## src/design/hbw_map.svh

```systemverilog
// Constants for the host byte write port and address latch.
// How it works
// RULE_01 - Host ties buffering, no-wait and width straps low for 8-bit zero wait.
// RULE_02 - Transfer strobe falls when ready, strobe high and protocol leaves RAM.
// RULE_03 - Host drives space select high for memory, low for registers.
// RULE_04 - Space, lane, direction follow inputs until strobe rise or second edge.
// RULE_05 - Address and data follow inputs until strobe rise or second edge.
// RULE_06 - Direction high means read, low write, independent of lane polarity.
// RULE_07 - RAM decodes bits 15..0 or 11..0; registers decode bits 4..0.
// RULE_08 - Select must be low by second edge after strobe falls, else blocked.
// RULE_09 - Data bus driven only while select low, strobe low, direction read.
// RULE_10 - Host settles direction before lowering select and strobe.
// RULE_11 - Host waits for ready high before a new strobe after a trigger.
// RULE_12 - Lane polarity strap zero: lane high is upper byte; one inverts.
// RULE_13 - Host settles byte lane before lowering select and strobe.
// RULE_14 - Trigger strap zero: lower first, upper triggers; one reverses.
// RULE_15 - Uncontended transfer strobe falls within 140 ns or 157 ns.
// RULE_16 - Contended transfer strobe falls within 6.0 us or 557 ns.
// RULE_17 - Transfer strobe low 200, 250, 333 or 400 ns by clock rate; the code holds it low 200, 248, 328 or 400 ns.
// RULE_18 - Hold latches act only in buffered mode; transparent passes through.
// RULE_19 - Hold control high follows inputs; low keeps values before its fall.
// RULE_20 - Buffered hold latches demultiplex a multiplexed host address bus.
// RULE_21 - Byte lane input is ignored in 16-bit operation.
// RULE_22 - Clock rate setting resets to 16 MHz; 10, 12, 16, 20 supported.
// RULE_23 - Ready goes low after a trigger byte, high after the word transfer.
`ifndef HBW_MAP_SVH
`define HBW_MAP_SVH
`define CLK_PERIOD_NS 8
`define XFER_LOW_20_NS 200
`define XFER_LOW_16_NS 250
`define XFER_LOW_12_NS 333
`define XFER_LOW_10_NS 400
`define XFER_LOW_20_CYC (`XFER_LOW_20_NS / `CLK_PERIOD_NS)
`define XFER_LOW_16_CYC (`XFER_LOW_16_NS / `CLK_PERIOD_NS)
`define XFER_LOW_12_CYC (`XFER_LOW_12_NS / `CLK_PERIOD_NS)
`define XFER_LOW_10_CYC (`XFER_LOW_10_NS / `CLK_PERIOD_NS)
`define FREQ_10 2'h0
`define FREQ_12 2'h1
`define FREQ_16 2'h2
`define FREQ_20 2'h3
`define FREQ_RESET `FREQ_16
`define LATCH_EDGES 2'h2
`define SMALL_RAM_MASK 16'h0fff
`define REG_MASK 16'h001f
`endif

```

## src/design/hbw_pkg.sv

```systemverilog
// Types shared by the host byte write port.
package hbw_pkg;
    typedef logic [1:0] freq_t;
    typedef enum logic [1:0] {
        ST_IDLE = 2'b00,
        ST_ACC = 2'b01,
        ST_PEND = 2'b11,
        ST_XFER = 2'b10
    } state_e;
    typedef struct packed {
        logic [15:0] addr;
        logic [15:0] data;
        logic sel_n;
        logic strobe_n;
        logic rd;
        logic lane;
        logic mem;
    } host_s;
    typedef struct packed {
        logic [15:0] addr;
        logic [15:0] data;
        logic mem;
    } xfer_s;
endpackage

```

## src/design/host_byte_write_port_addr_latch.sv

```systemverilog
// Host parallel write port with byte pairing and address hold latches.
`timescale 1ns/10ps
`include "hbw_map.svh"
module host_byte_write_port_addr_latch
    import hbw_pkg::*;
(
    // Clock and reset
    input wire logic clk,
    input wire logic rst,
    // Host bus
    input wire host_s host_in,
    input wire logic [15:0] rd_word,
    output logic [15:0] data_out,
    output logic data_oe,
    output logic handshake_ready_n,
    // Straps and controls
    input wire logic transparent_mode,
    input wire logic no_wait_mode_n,
    input wire logic width_mode_n,
    input wire logic lane_polarity_cfg,
    input wire logic trigger_byte_cfg,
    input wire logic addr_hold_ctl,
    input wire logic large_ram,
    input wire logic freq_load,
    input wire freq_t freq_sel,
    // Internal side
    input wire logic protocol_busy,
    output logic internal_xfer_strobe_n,
    output xfer_s xfer_out,
    output logic blocked,
    output freq_t freq_cfg
);

    // RULE_17 strobe width cycles
    function automatic logic [5:0] pulse_cycles(input freq_t f);
        logic [5:0] c;
        c = 6'(`XFER_LOW_16_CYC);
        unique case (f)
            `FREQ_10: c = 6'(`XFER_LOW_10_CYC);
            `FREQ_12: c = 6'(`XFER_LOW_12_CYC);
            `FREQ_16: c = 6'(`XFER_LOW_16_CYC);
            `FREQ_20: c = 6'(`XFER_LOW_20_CYC);
        endcase
        return c;
    endfunction

    // RULE_07 address decode width
    function automatic logic [15:0] decode_addr(input logic [15:0] a,
                                                input logic m,
                                                input logic big);
        logic [15:0] r;
        r = a & `REG_MASK;
        if (m) begin
            r = big ? a : (a & `SMALL_RAM_MASK);
        end
        return r;
    endfunction

    host_s front_q, front_d;
    host_s cap_q, cap_d;
    state_e st_q, st_d;
    logic [1:0] edge_q, edge_d;
    logic blk_q, blk_d;
    logic [7:0] hold_q, hold_d;
    logic [5:0] cnt_q, cnt_d;
    logic xstb_n_q, xstb_n_d;
    logic rdy_n_q, rdy_n_d;
    xfer_s xfer_q, xfer_d;
    logic [15:0] dout_q, dout_d;
    logic oe_q, oe_d;
    freq_t freq_q, freq_d;

    logic mode16;
    logic upper;
    logic trig;
    logic [7:0] wbyte;
    logic [15:0] word;

    // RULE_21 lane ignored when wide
    assign mode16 = width_mode_n;

    always_comb begin
        // Host pins pass one register stage so captures see settled levels.
        front_d = host_in;
        // RULE_18 RULE_19 RULE_20 address hold
        if (!transparent_mode && !addr_hold_ctl) begin
            front_d.addr = front_q.addr;
            front_d.sel_n = front_q.sel_n;
            front_d.lane = front_q.lane;
            front_d.mem = front_q.mem;
        end
        freq_d = freq_load ? freq_sel : freq_q;
        // RULE_09 data bus gating
        oe_d = !host_in.sel_n && !host_in.strobe_n && host_in.rd;
        // RULE_12 read byte lane
        dout_d = rd_word;
        if (!mode16) begin
            dout_d = {8'h00, (host_in.lane ^ lane_polarity_cfg) ?
                      rd_word[15:8] : rd_word[7:0]};
        end
    end

    always_comb begin
        st_d = st_q;
        cap_d = cap_q;
        edge_d = edge_q;
        blk_d = blk_q;
        hold_d = hold_q;
        cnt_d = cnt_q;
        xstb_n_d = xstb_n_q;
        rdy_n_d = rdy_n_q;
        xfer_d = xfer_q;
        // RULE_12 RULE_14 RULE_21 lane and trigger
        upper = cap_q.lane ^ lane_polarity_cfg;
        trig = mode16 || (upper ^ trigger_byte_cfg);
        wbyte = cap_q.data[7:0];
        word = upper ? {wbyte, hold_q} : {hold_q, wbyte};
        if (mode16) begin
            word = cap_q.data;
        end
        unique case (st_q)
            ST_IDLE: begin
                if (!front_q.strobe_n) begin
                    // RULE_04 RULE_05 first capture
                    cap_d = front_q;
                    edge_d = 2'h1;
                    blk_d = 1'b0;
                    st_d = ST_ACC;
                end
            end
            ST_ACC: begin
                if (!front_q.strobe_n) begin
                    // RULE_04 RULE_05 second edge capture
                    if (edge_q < `LATCH_EDGES) begin
                        cap_d = front_q;
                        edge_d = edge_q + 2'h1;
                        // RULE_08 late select blocks
                        if (edge_q + 2'h1 == `LATCH_EDGES &&
                            front_q.sel_n) begin
                            blk_d = 1'b1;
                        end
                    end
                end else if (blk_q || cap_q.sel_n || cap_q.rd) begin
                    // RULE_08 nothing moves
                    st_d = ST_IDLE;
                end else if (!trig) begin
                    // RULE_14 pairing hold latch
                    hold_d = wbyte;
                    st_d = ST_IDLE;
                end else begin
                    // RULE_23 ready low
                    rdy_n_d = 1'b0;
                    xfer_d.addr = decode_addr(cap_q.addr, cap_q.mem,
                                              large_ram);
                    xfer_d.data = word;
                    xfer_d.mem = cap_q.mem;
                    st_d = ST_PEND;
                end
            end
            ST_PEND: begin
                // RULE_02 RULE_15 RULE_16 start when free
                if (!protocol_busy) begin
                    xstb_n_d = 1'b0;
                    // A full count keeps the strobe low for all N cycles.
                    cnt_d = pulse_cycles(freq_q);
                    st_d = ST_XFER;
                end
            end
            ST_XFER: begin
                // RULE_17 timed low width
                if (cnt_q == 6'h01) begin
                    xstb_n_d = 1'b1;
                    // RULE_23 ready back high
                    rdy_n_d = 1'b1;
                    st_d = ST_IDLE;
                end
                cnt_d = cnt_q - 6'h1;
            end
        endcase
    end

    always_ff @(posedge clk or posedge rst) begin
        if (rst) begin
            front_q <= '1;
            cap_q <= '1;
            st_q <= ST_IDLE;
            edge_q <= 2'h0;
            blk_q <= 1'b0;
            hold_q <= 8'h00;
            cnt_q <= 6'h00;
            xstb_n_q <= 1'b1;
            rdy_n_q <= 1'b1;
            xfer_q <= '0;
            dout_q <= 16'h0000;
            oe_q <= 1'b0;
            // RULE_22 clock rate default
            freq_q <= `FREQ_RESET;
        end else begin
            front_q <= front_d;
            cap_q <= cap_d;
            st_q <= st_d;
            edge_q <= edge_d;
            blk_q <= blk_d;
            hold_q <= hold_d;
            cnt_q <= cnt_d;
            xstb_n_q <= xstb_n_d;
            rdy_n_q <= rdy_n_d;
            xfer_q <= xfer_d;
            dout_q <= dout_d;
            oe_q <= oe_d;
            freq_q <= freq_d;
        end
    end

    assign data_out = dout_q;
    assign data_oe = oe_q;
    assign handshake_ready_n = rdy_n_q;
    assign internal_xfer_strobe_n = xstb_n_q;
    assign xfer_out = xfer_q;
    assign blocked = blk_q;
    assign freq_cfg = freq_q;

endmodule

```

## config.mk

```make
export PLATFORM = sky130hd
export DESIGN_NAME = host_byte_write_port_addr_latch
export DESIGN_NICKNAME = d
export VERILOG_FILES = /design/src/design/hbw_pkg.sv /design/src/design/host_byte_write_port_addr_latch.sv
export VERILOG_INCLUDE_DIRS = /design/src /design/src/design
export SDC_FILE = /design/constraint.sdc
export NUM_CORES = 1
export LEC_CHECK = 0
export ABC_AREA = 1
export BUFFER_PORTS_ARGS = -buffer_cell sky130_fd_sc_hd__buf_2
export CAP_MARGIN = 20
export CELL_PAD_IN_SITES_DETAIL_PLACEMENT = 1
export CELL_PAD_IN_SITES_GLOBAL_PLACEMENT = 1
export CORE_MARGIN = 2
export CORE_UTILIZATION = 37
export CTS_CLUSTER_SIZE = 24
export DETAILED_ROUTE_END_ITERATION = 10
export GPL_TIMING_DRIVEN = 0
export HOLD_SLACK_MARGIN = 0.02
export PLACE_DENSITY_LB_ADDON = 0.1
export SETUP_SLACK_MARGIN = 0.02
export SYNTH_ARGS = -nofsm -noshare
export SYNTH_HDL_FRONTEND = slang
export SYNTH_SLANG_ARGS = --single-unit
```

## constraint.sdc

```tcl
create_clock -name clk -period 5 [get_ports clk]
set_input_delay 1 -clock clk [delete_from_list [all_inputs] [get_ports clk]]
set_output_delay 1 -clock clk [all_outputs]
set_load 0.05 [all_outputs]
```

==> results of run 1 <==
## area by class of cell
cell class | count | share of cell area
Sequential cell | 146 | 0.5050
Multi-Input combinational cell | 401 | 0.2486
Timing Repair Buffer | 119 | 0.08326
Clock buffer | 27 | 0.06641
Tap cell | 216 | 0.03641
Inverter | 52 | 0.02697
Clock inverter | 5 | 0.01685
Buffer | 21 | 0.01652
## cell usage after synthesis, types with 3 or more instances
| master | number | area [um^2] |
|---|---|---|
| buf_6 | 4 | 45.04 |
| nor2_2 | 3 | 18.77 |
| a21oi_1 | 14 | 70.07 |
| nand3_1 | 13 | 65.06 |
| nand2_1 | 260 | 975.9 |
| buf_2 | 5 | 25.02 |
| inv_1 | 49 | 183.9 |
| ha_1 | 3 | 37.54 |
| dfstp_2 | 76 | 1997 |
| o21ai_2 | 3 | 26.28 |
| a22oi_1 | 3 | 22.52 |
| mux2_2 | 18 | 202.7 |
| clkbuf_1 | 9 | 33.78 |
| nor2_1 | 19 | 71.32 |
| dfrtp_1 | 70 | 1752 |
| o21ai_0 | 56 | 280.3 |
## sequential cells by signal (all words and copies together) (netlist names)
signal / count
internal_xfer_strobe_n: 1
cnt_q: 6
cap_q: 36
xfer_out: 33
data_oe: 1
front_q: 37
handshake_ready_n: 1
blocked: 1
freq_cfg: 2
st_q: 2
data_out: 16
edge_q: 2
hold_q: 8
## power breakdown
part	internal [uW]	switching [uW]	total, uW
combinational	399	1080	1470
sequential	1650	215	1860
clock	875	462	1340
total	2920	1750	4670
## routing by layer
metal	GRT usage	wire length, um	vias up	part of all wire
li1	-	-	2218	-
met1	0.2335	6337	2306	0.43
met2	0.3132	7637	79	0.52
met3	0.04723	625	12	0.042
met4	0.06383	178	0	0.012
met5	0	0	-	0
## stage by stage
stage / utilization / area [um^2] / instances / setup slack (ns) / hold slack [ns]
CTS: 0.4707 / 7423 / 987 / 2.732 / 0.4616
global route: 0.4707 / 7423 / 987 / 2.715 / 0.4732
finish: 0.4707 / 7423 / 987 / 2.754 / 0.4583
floorplan: - / 5912 / 620 / 0.2028 / 0.4334
detailed placement: 0.4315 / 6805 / 955 / 2.555 / 0.4513
global placement: 0.4295 / 6773 / 954 / -1.491 / 0.4450
## logic make-up after synthesis
kind of cell               after synthesis  synth area share
muxes                                   18           0.03428
adders and majority gates                3          0.006350
AOI/OAI and AO/OA                       80           0.07196
buffers and inverters                   73           0.05375
and+or+nand+nor                        300            0.1996
DFF                                    146            0.6341
## worst min-delay path by stage
| stage | startpoint | end | slack, ns | cells after the start |
|---|---|---|---|---|
| floorplan | front_q[17]$_DFF_PP1_ | cap_q[17]$_DFFE_PP1P_ | 0.43 | 2 |
| global placement | front_q[2]$_DFF_PP1_ | cap_q[2]$_DFFE_PP1P_ | 0.45 | 2 |
| detailed placement | front_q[14]$_DFF_PP1_ | cap_q[14]$_DFFE_PP1P_ | 0.45 | 2 |
| CTS | front_q[13]$_DFF_PP1_ | cap_q[13]$_DFFE_PP1P_ | 0.46 | 2 |
| global route | front_q[13]$_DFF_PP1_ | cap_q[13]$_DFFE_PP1P_ | 0.47 | 2 |
| finish | front_q[13]$_DFF_PP1_ | cap_q[13]$_DFFE_PP1P_ | 0.46 | 2 |
==> impl_metrics.env, run 1 <==
export IMPL_outcome="finished clean"
export IMPL_viasPerCell=4.676
export IMPL_critical_path_class="reg -> out"
export IMPL_cp_startpoint="freq_cfg[1]$_DFFE_PP1P_"
export IMPL_drive_above_1_share=0.3398
export IMPL_grt_pass1_vias=4861
export IMPL_cts_buffer_depth=2
export IMPL_r2r_end="xfer_out[8]$_DFFE_PP0P_"
export IMPL_antenna_found_initial=0
export IMPL_dpl_hpwl_um=10510
export IMPL_powerDensity_mw_per_mm2=629.3
export IMPL_max_stage_delay_ns=0.56
export IMPL_rows=46
export IMPL_synth_avg_cell_area_um2=9.535
export IMPL_synthArstFlopShare=1.000
export IMPL_grt_pass1_wl_um=23960
export IMPL_yosysWarningCount=0
export IMPL_layout_cells_most_common="nand2_1"
export IMPL_rrSetupSlack_ns=3.22
export IMPL_maxCapViolCount=0
export IMPL_total_leakage_power_uw=0.003789
export IMPL_cts_setup_buffers=0
export IMPL_cts_buffers=17
export IMPL_finClkSkew_ns=0.006702
export IMPL_initial_core_util=0.3749
export IMPL_worst_path_buf_inv=1
export IMPL_synth_area_mm2=0.005912
export IMPL_power_uw=4671
export IMPL_fin_crit_ns=2.246
export IMPL_syn_inst=620
export IMPL_path_max_fanout=4
export IMPL_port_buffers=118
export IMPL_synthDistinctLibCells=27
export IMPL_antenna_left=0
export IMPL_worst_setup_path_end_kind="primary output"
export IMPL_crit_required_ns=4.00
export IMPL_synth_main_ff_cell="dfstp_2"
export IMPL_clock_sinks=146
export IMPL_diodes=0
export IMPL_place_congestion=0.7598
export IMPL_tns_ns=0
export IMPL_synth_edf_count=0
export IMPL_core_mm2=0.01577
export IMPL_cts_max_level=4
export IMPL_endpoint="freq_cfg[1]"
export IMPL_route_detailed_wl_per_inst_um=14.97
export IMPL_multi_input_area_mm2=0.001846
export IMPL_clkTransAtPathRegs_ns=0.06
export IMPL_r2r_start="cap_q[1]$_DFFE_PP1P_"
export IMPL_cts_tree="yes"
export IMPL_worstMarginPinSlew_ns=0.7196
export IMPL_crit_family="flip-flops"
export IMPL_dieArea_mm2=0.01701
export IMPL_worst_path_stages=1
export IMPL_ys_seq_area_frac=0.6341
export IMPL_layout_area_seq_mm2=0.003749
export IMPL_clk_latency_ns=0.42
export IMPL_drtIter0Drc=206
export IMPL_ios=121
export IMPL_drtPass1Iterations=4
export IMPL_ctsResizeCount=0
export IMPL_synth_seq_cells=146
export IMPL_grt_max_degree=78
export IMPL_vias=4615
export IMPL_final_cell_mix="nand2_1, buf_2, dfstp_2, dfrtp_1, o21ai_0"
export IMPL_area_delta_synth_final_pct=25.57
export IMPL_die_w_um=130.4
export IMPL_timing_slew_headroom=0.5203
export IMPL_period_share=0.4493
export IMPL_synthesis_nets=689
export IMPL_worstPathArrival_ns=1.25
export IMPL_rsz0062_at_grt="false"
export IMPL_max_vdd_ir_drop_mv=0.2667
export IMPL_start_kind="flop"
export IMPL_cp_slowest_cell="dfstp_2"
export IMPL_track_usage=0.1854
export IMPL_final_hold_violation_count=0
export IMPL_hp_class="reg -> reg"
export IMPL_final_net_count=827
export IMPL_die_y_um=130.4
export IMPL_num_fill_cells=1885
export IMPL_crit_chain="buf_2"
export IMPL_grt_overflow=0
export IMPL_rr_worst_depth=7
export IMPL_wl_um=14780
export IMPL_setup_viol=0
export IMPL_holdBufCountCts=0
export IMPL_clock_fmax_ghz=0.4451
export IMPL_drc=0
export IMPL_maxSlewViolCount=0
export IMPL_root_buffer="clkbuf_16"
Power figures use the tool's default switching activity.
==> run 2: changes to the inputs <==
==> constraint.sdc (replaced) <==
create_clock -name clk -period 1.9 [get_ports clk]
set_input_delay 0.38 -clock clk [delete_from_list [all_inputs] [get_ports clk]]
set_output_delay 0.38 -clock clk [all_outputs]
set_load 0.05 [all_outputs]
==> run 2 against run 1 <==
Combinational power increased to 2.7 times the previous value. Clock-buffer cell count decreased by 6. Core utilization about the same. Critical path type is now reg -> reg. Largest power group unchanged.
==> impl_metrics.env, run 2 (same netlist as run 1, synthesis figures left out) <==
export IMPL_final_net_count=829
export IMPL_initial_core_util=0.3749
export IMPL_clkTransAtPathRegs_ns=0.06
export IMPL_fin_area_mm2=0.007417
export IMPL_port_buffers=118
export IMPL_internal_power_uw=7300
export IMPL_root_buffer="clkbuf_16"
export IMPL_whs_path_depth=1
export IMPL_drtPass1Iterations=4
export IMPL_r2r_end="xfer_out[7]$_DFFE_PP0P_"
export IMPL_max_vdd_ir_drop_mv=0.7430
export IMPL_final_core_util=0.4703
export IMPL_pre_cts_ws_ns=0.1029
export IMPL_clock_power_share=0.267
export IMPL_maxSlewViolCount=0
export IMPL_num_fill_cells=1875
export IMPL_place_congestion=0.7711
export IMPL_worst_setup_path_end_kind="flop"
export IMPL_drive_above_1_share=0.3532
export IMPL_rows=46
export IMPL_cts_buffer_depth=2
export IMPL_viasPerCell=4.583
export IMPL_top_register="front_q"
export IMPL_setup_viol=0
export IMPL_cts_setup_buffers=0
export IMPL_powerDensity_mw_per_mm2=1621
export IMPL_placed_area_mm2=0.006837
export IMPL_timing_slew_headroom=0.5317
export IMPL_die_w_um=130.4
export IMPL_worstPathArrival_ns=2.05
export IMPL_outcome="finished clean"
export IMPL_r2r_start="cap_q[1]$_DFFE_PP1P_"
export IMPL_hp_class="in -> reg"
export IMPL_wl_um=14930
export IMPL_total_leakage_power_uw=0.003788
export IMPL_layout_cells_most_common="nand2_1"
export IMPL_crit_required_ns=2.26
export IMPL_holdBufCountCts=0
export IMPL_drc=0
export IMPL_maxCapViolCount=0
export IMPL_grt_max_degree=42
export IMPL_worstMarginPinSlew_ns=0.7010
export IMPL_rrSetupSlack_ns=0.20
export IMPL_track_usage=0.1895
export IMPL_setup_ws_ns=0.2013
export IMPL_die_y_um=130.4
export IMPL_ios=121
export IMPL_clk_latency_ns=0.42
export IMPL_period_share=0.8941
export IMPL_grt_pass1_vias=4961
export IMPL_largest_reg_flops=37
export IMPL_antenna_found_initial=0
export IMPL_min_delay_start="host_in[6]"
export IMPL_start_kind="flop"
export IMPL_final_cell_mix="nand2_1, buf_2, dfstp_2, dfrtp_1, o21ai_0"
export IMPL_pwr_share_comb=0.324
export IMPL_vias=4537
export IMPL_area_delta_synth_final_pct=25.46
export IMPL_dieArea_mm2=0.01701
export IMPL_layout_cells_non_filler=990
export IMPL_grt_pass1_wl_um=24570
export IMPL_swShare=0.3928
export IMPL_path_max_fanout=10
export IMPL_route_detailed_wl_per_inst_um=15.08
export IMPL_antenna_left=0
export IMPL_finClkSkew_ns=0.009576
export IMPL_drtIter0Drc=185
export IMPL_rsz0062_at_grt="false"
export IMPL_seqPwrFrac=0.408
export IMPL_fin_crit_ns=1.699
export IMPL_grt_overflow=0
export IMPL_core_mm2=0.01577
export IMPL_clock_sinks=146
export IMPL_dp_cells=957
export IMPL_critical_path_class="reg -> reg"
export IMPL_endpoint="xfer_out[7]$_DFFE_PP0P_"
export IMPL_rr_worst_depth=7
export IMPL_power_switching_uw=4722
export IMPL_cts_tree="yes"
export IMPL_cts_max_level=4
export IMPL_clock_fmax_ghz=0.5887
export IMPL_tns_ns=0
export IMPL_dpl_hpwl_um=10810
export IMPL_cts_buffers=17
export IMPL_final_hold_violation_count=0
export IMPL_cp_startpoint="cap_q[1]$_DFFE_PP1P_"
==> run 2: cell types whose count changed in the layout (fill, tap and decap cells not counted), sizes merged <==
cell,change
buf,+2
clkinv,+6
clkinvlp,+3
diode,+1
bufinv,-3
clkbuf,-6
==> run 2: final cells by class <==
class,instances,area [um^2],area share
antenna,1,2.502,0.0003374
buffer,21,126.4,0.01704
clock buffer,21,470.5,0.06343
clock inverter,11,103.9,0.01400
inverter,52,198.9,0.02682
multi-input combinational,401,1846,0.2488
sequential,146,3749,0.5054
tap,216,270.3,0.03644
timing repair buffer,121,650.6,0.08772
==> run 2: power groups by stage <==
stage                     sequential (uW)  combinational, uW  clock [uW]
after floorplan                      5930               1760           0
final                                4910               3900        3210
after global placement               4910               3760           0
after CTS                            4920               3960        3300
after detailed placement             4950               3920           0
after global routing                 5040               4380        3450
==> run 2: worst min path at each step <==
| stage | endpoint | slack, ns |
|---|---|---|
| 3_5_place_dp | cap_q[5]$_DFFE_PP1P_ | 0.45 |
| 3_3_place_gp | cap_q[20]$_DFFE_PP1P_ | 0.44 |
| 6_report | front_q[6]$_DFF_PP1_ | 0.06 |
| 2_1_floorplan | front_q[10]$_DFF_PP1_ | 0.38 |
| 4_1_cts | front_q[6]$_DFF_PP1_ | 0.04 |
| 5_1_grt | front_q[15]$_DFF_PP1_ | 0.03 |
==> run 2: critical path, cell delays in order (launching register included) <==
cell	delay [ns]
dfstp_2	0.53
inv_1	0.06
nand2_1	0.10
nand3_1	0.24
clkbuf_2	0.28
o21ai_0	0.27
nand2_1	0.09
nand2_1	0.06
==> run 2: routing by layer <==
layer	GRT usage	vias to the layer above	wire, um
met1	0.2373	2242	6538
met4	0.05569	0	138
met2	0.3225	65	7689
li1	-	2221	-
met3	0.05375	9	559
met5	0	-	0
==> run 2: metrics by stage <==
stage	power, uW	hold slack, ns
2_1_floorplan	7693	0.3845
3_3_place_gp	8675	0.4423
3_5_place_dp	8870	0.4470
4_1_cts	12180	0.03708
5_1_grt	12870	0.03211
6_report	12020	0.05537
==> run 2: timing repair <==
item                                    in CTS  in global routing
resized for setup                            0                  6
hold endpoints to repair                     0                  0
endpoints found under the setup margin       0                 21
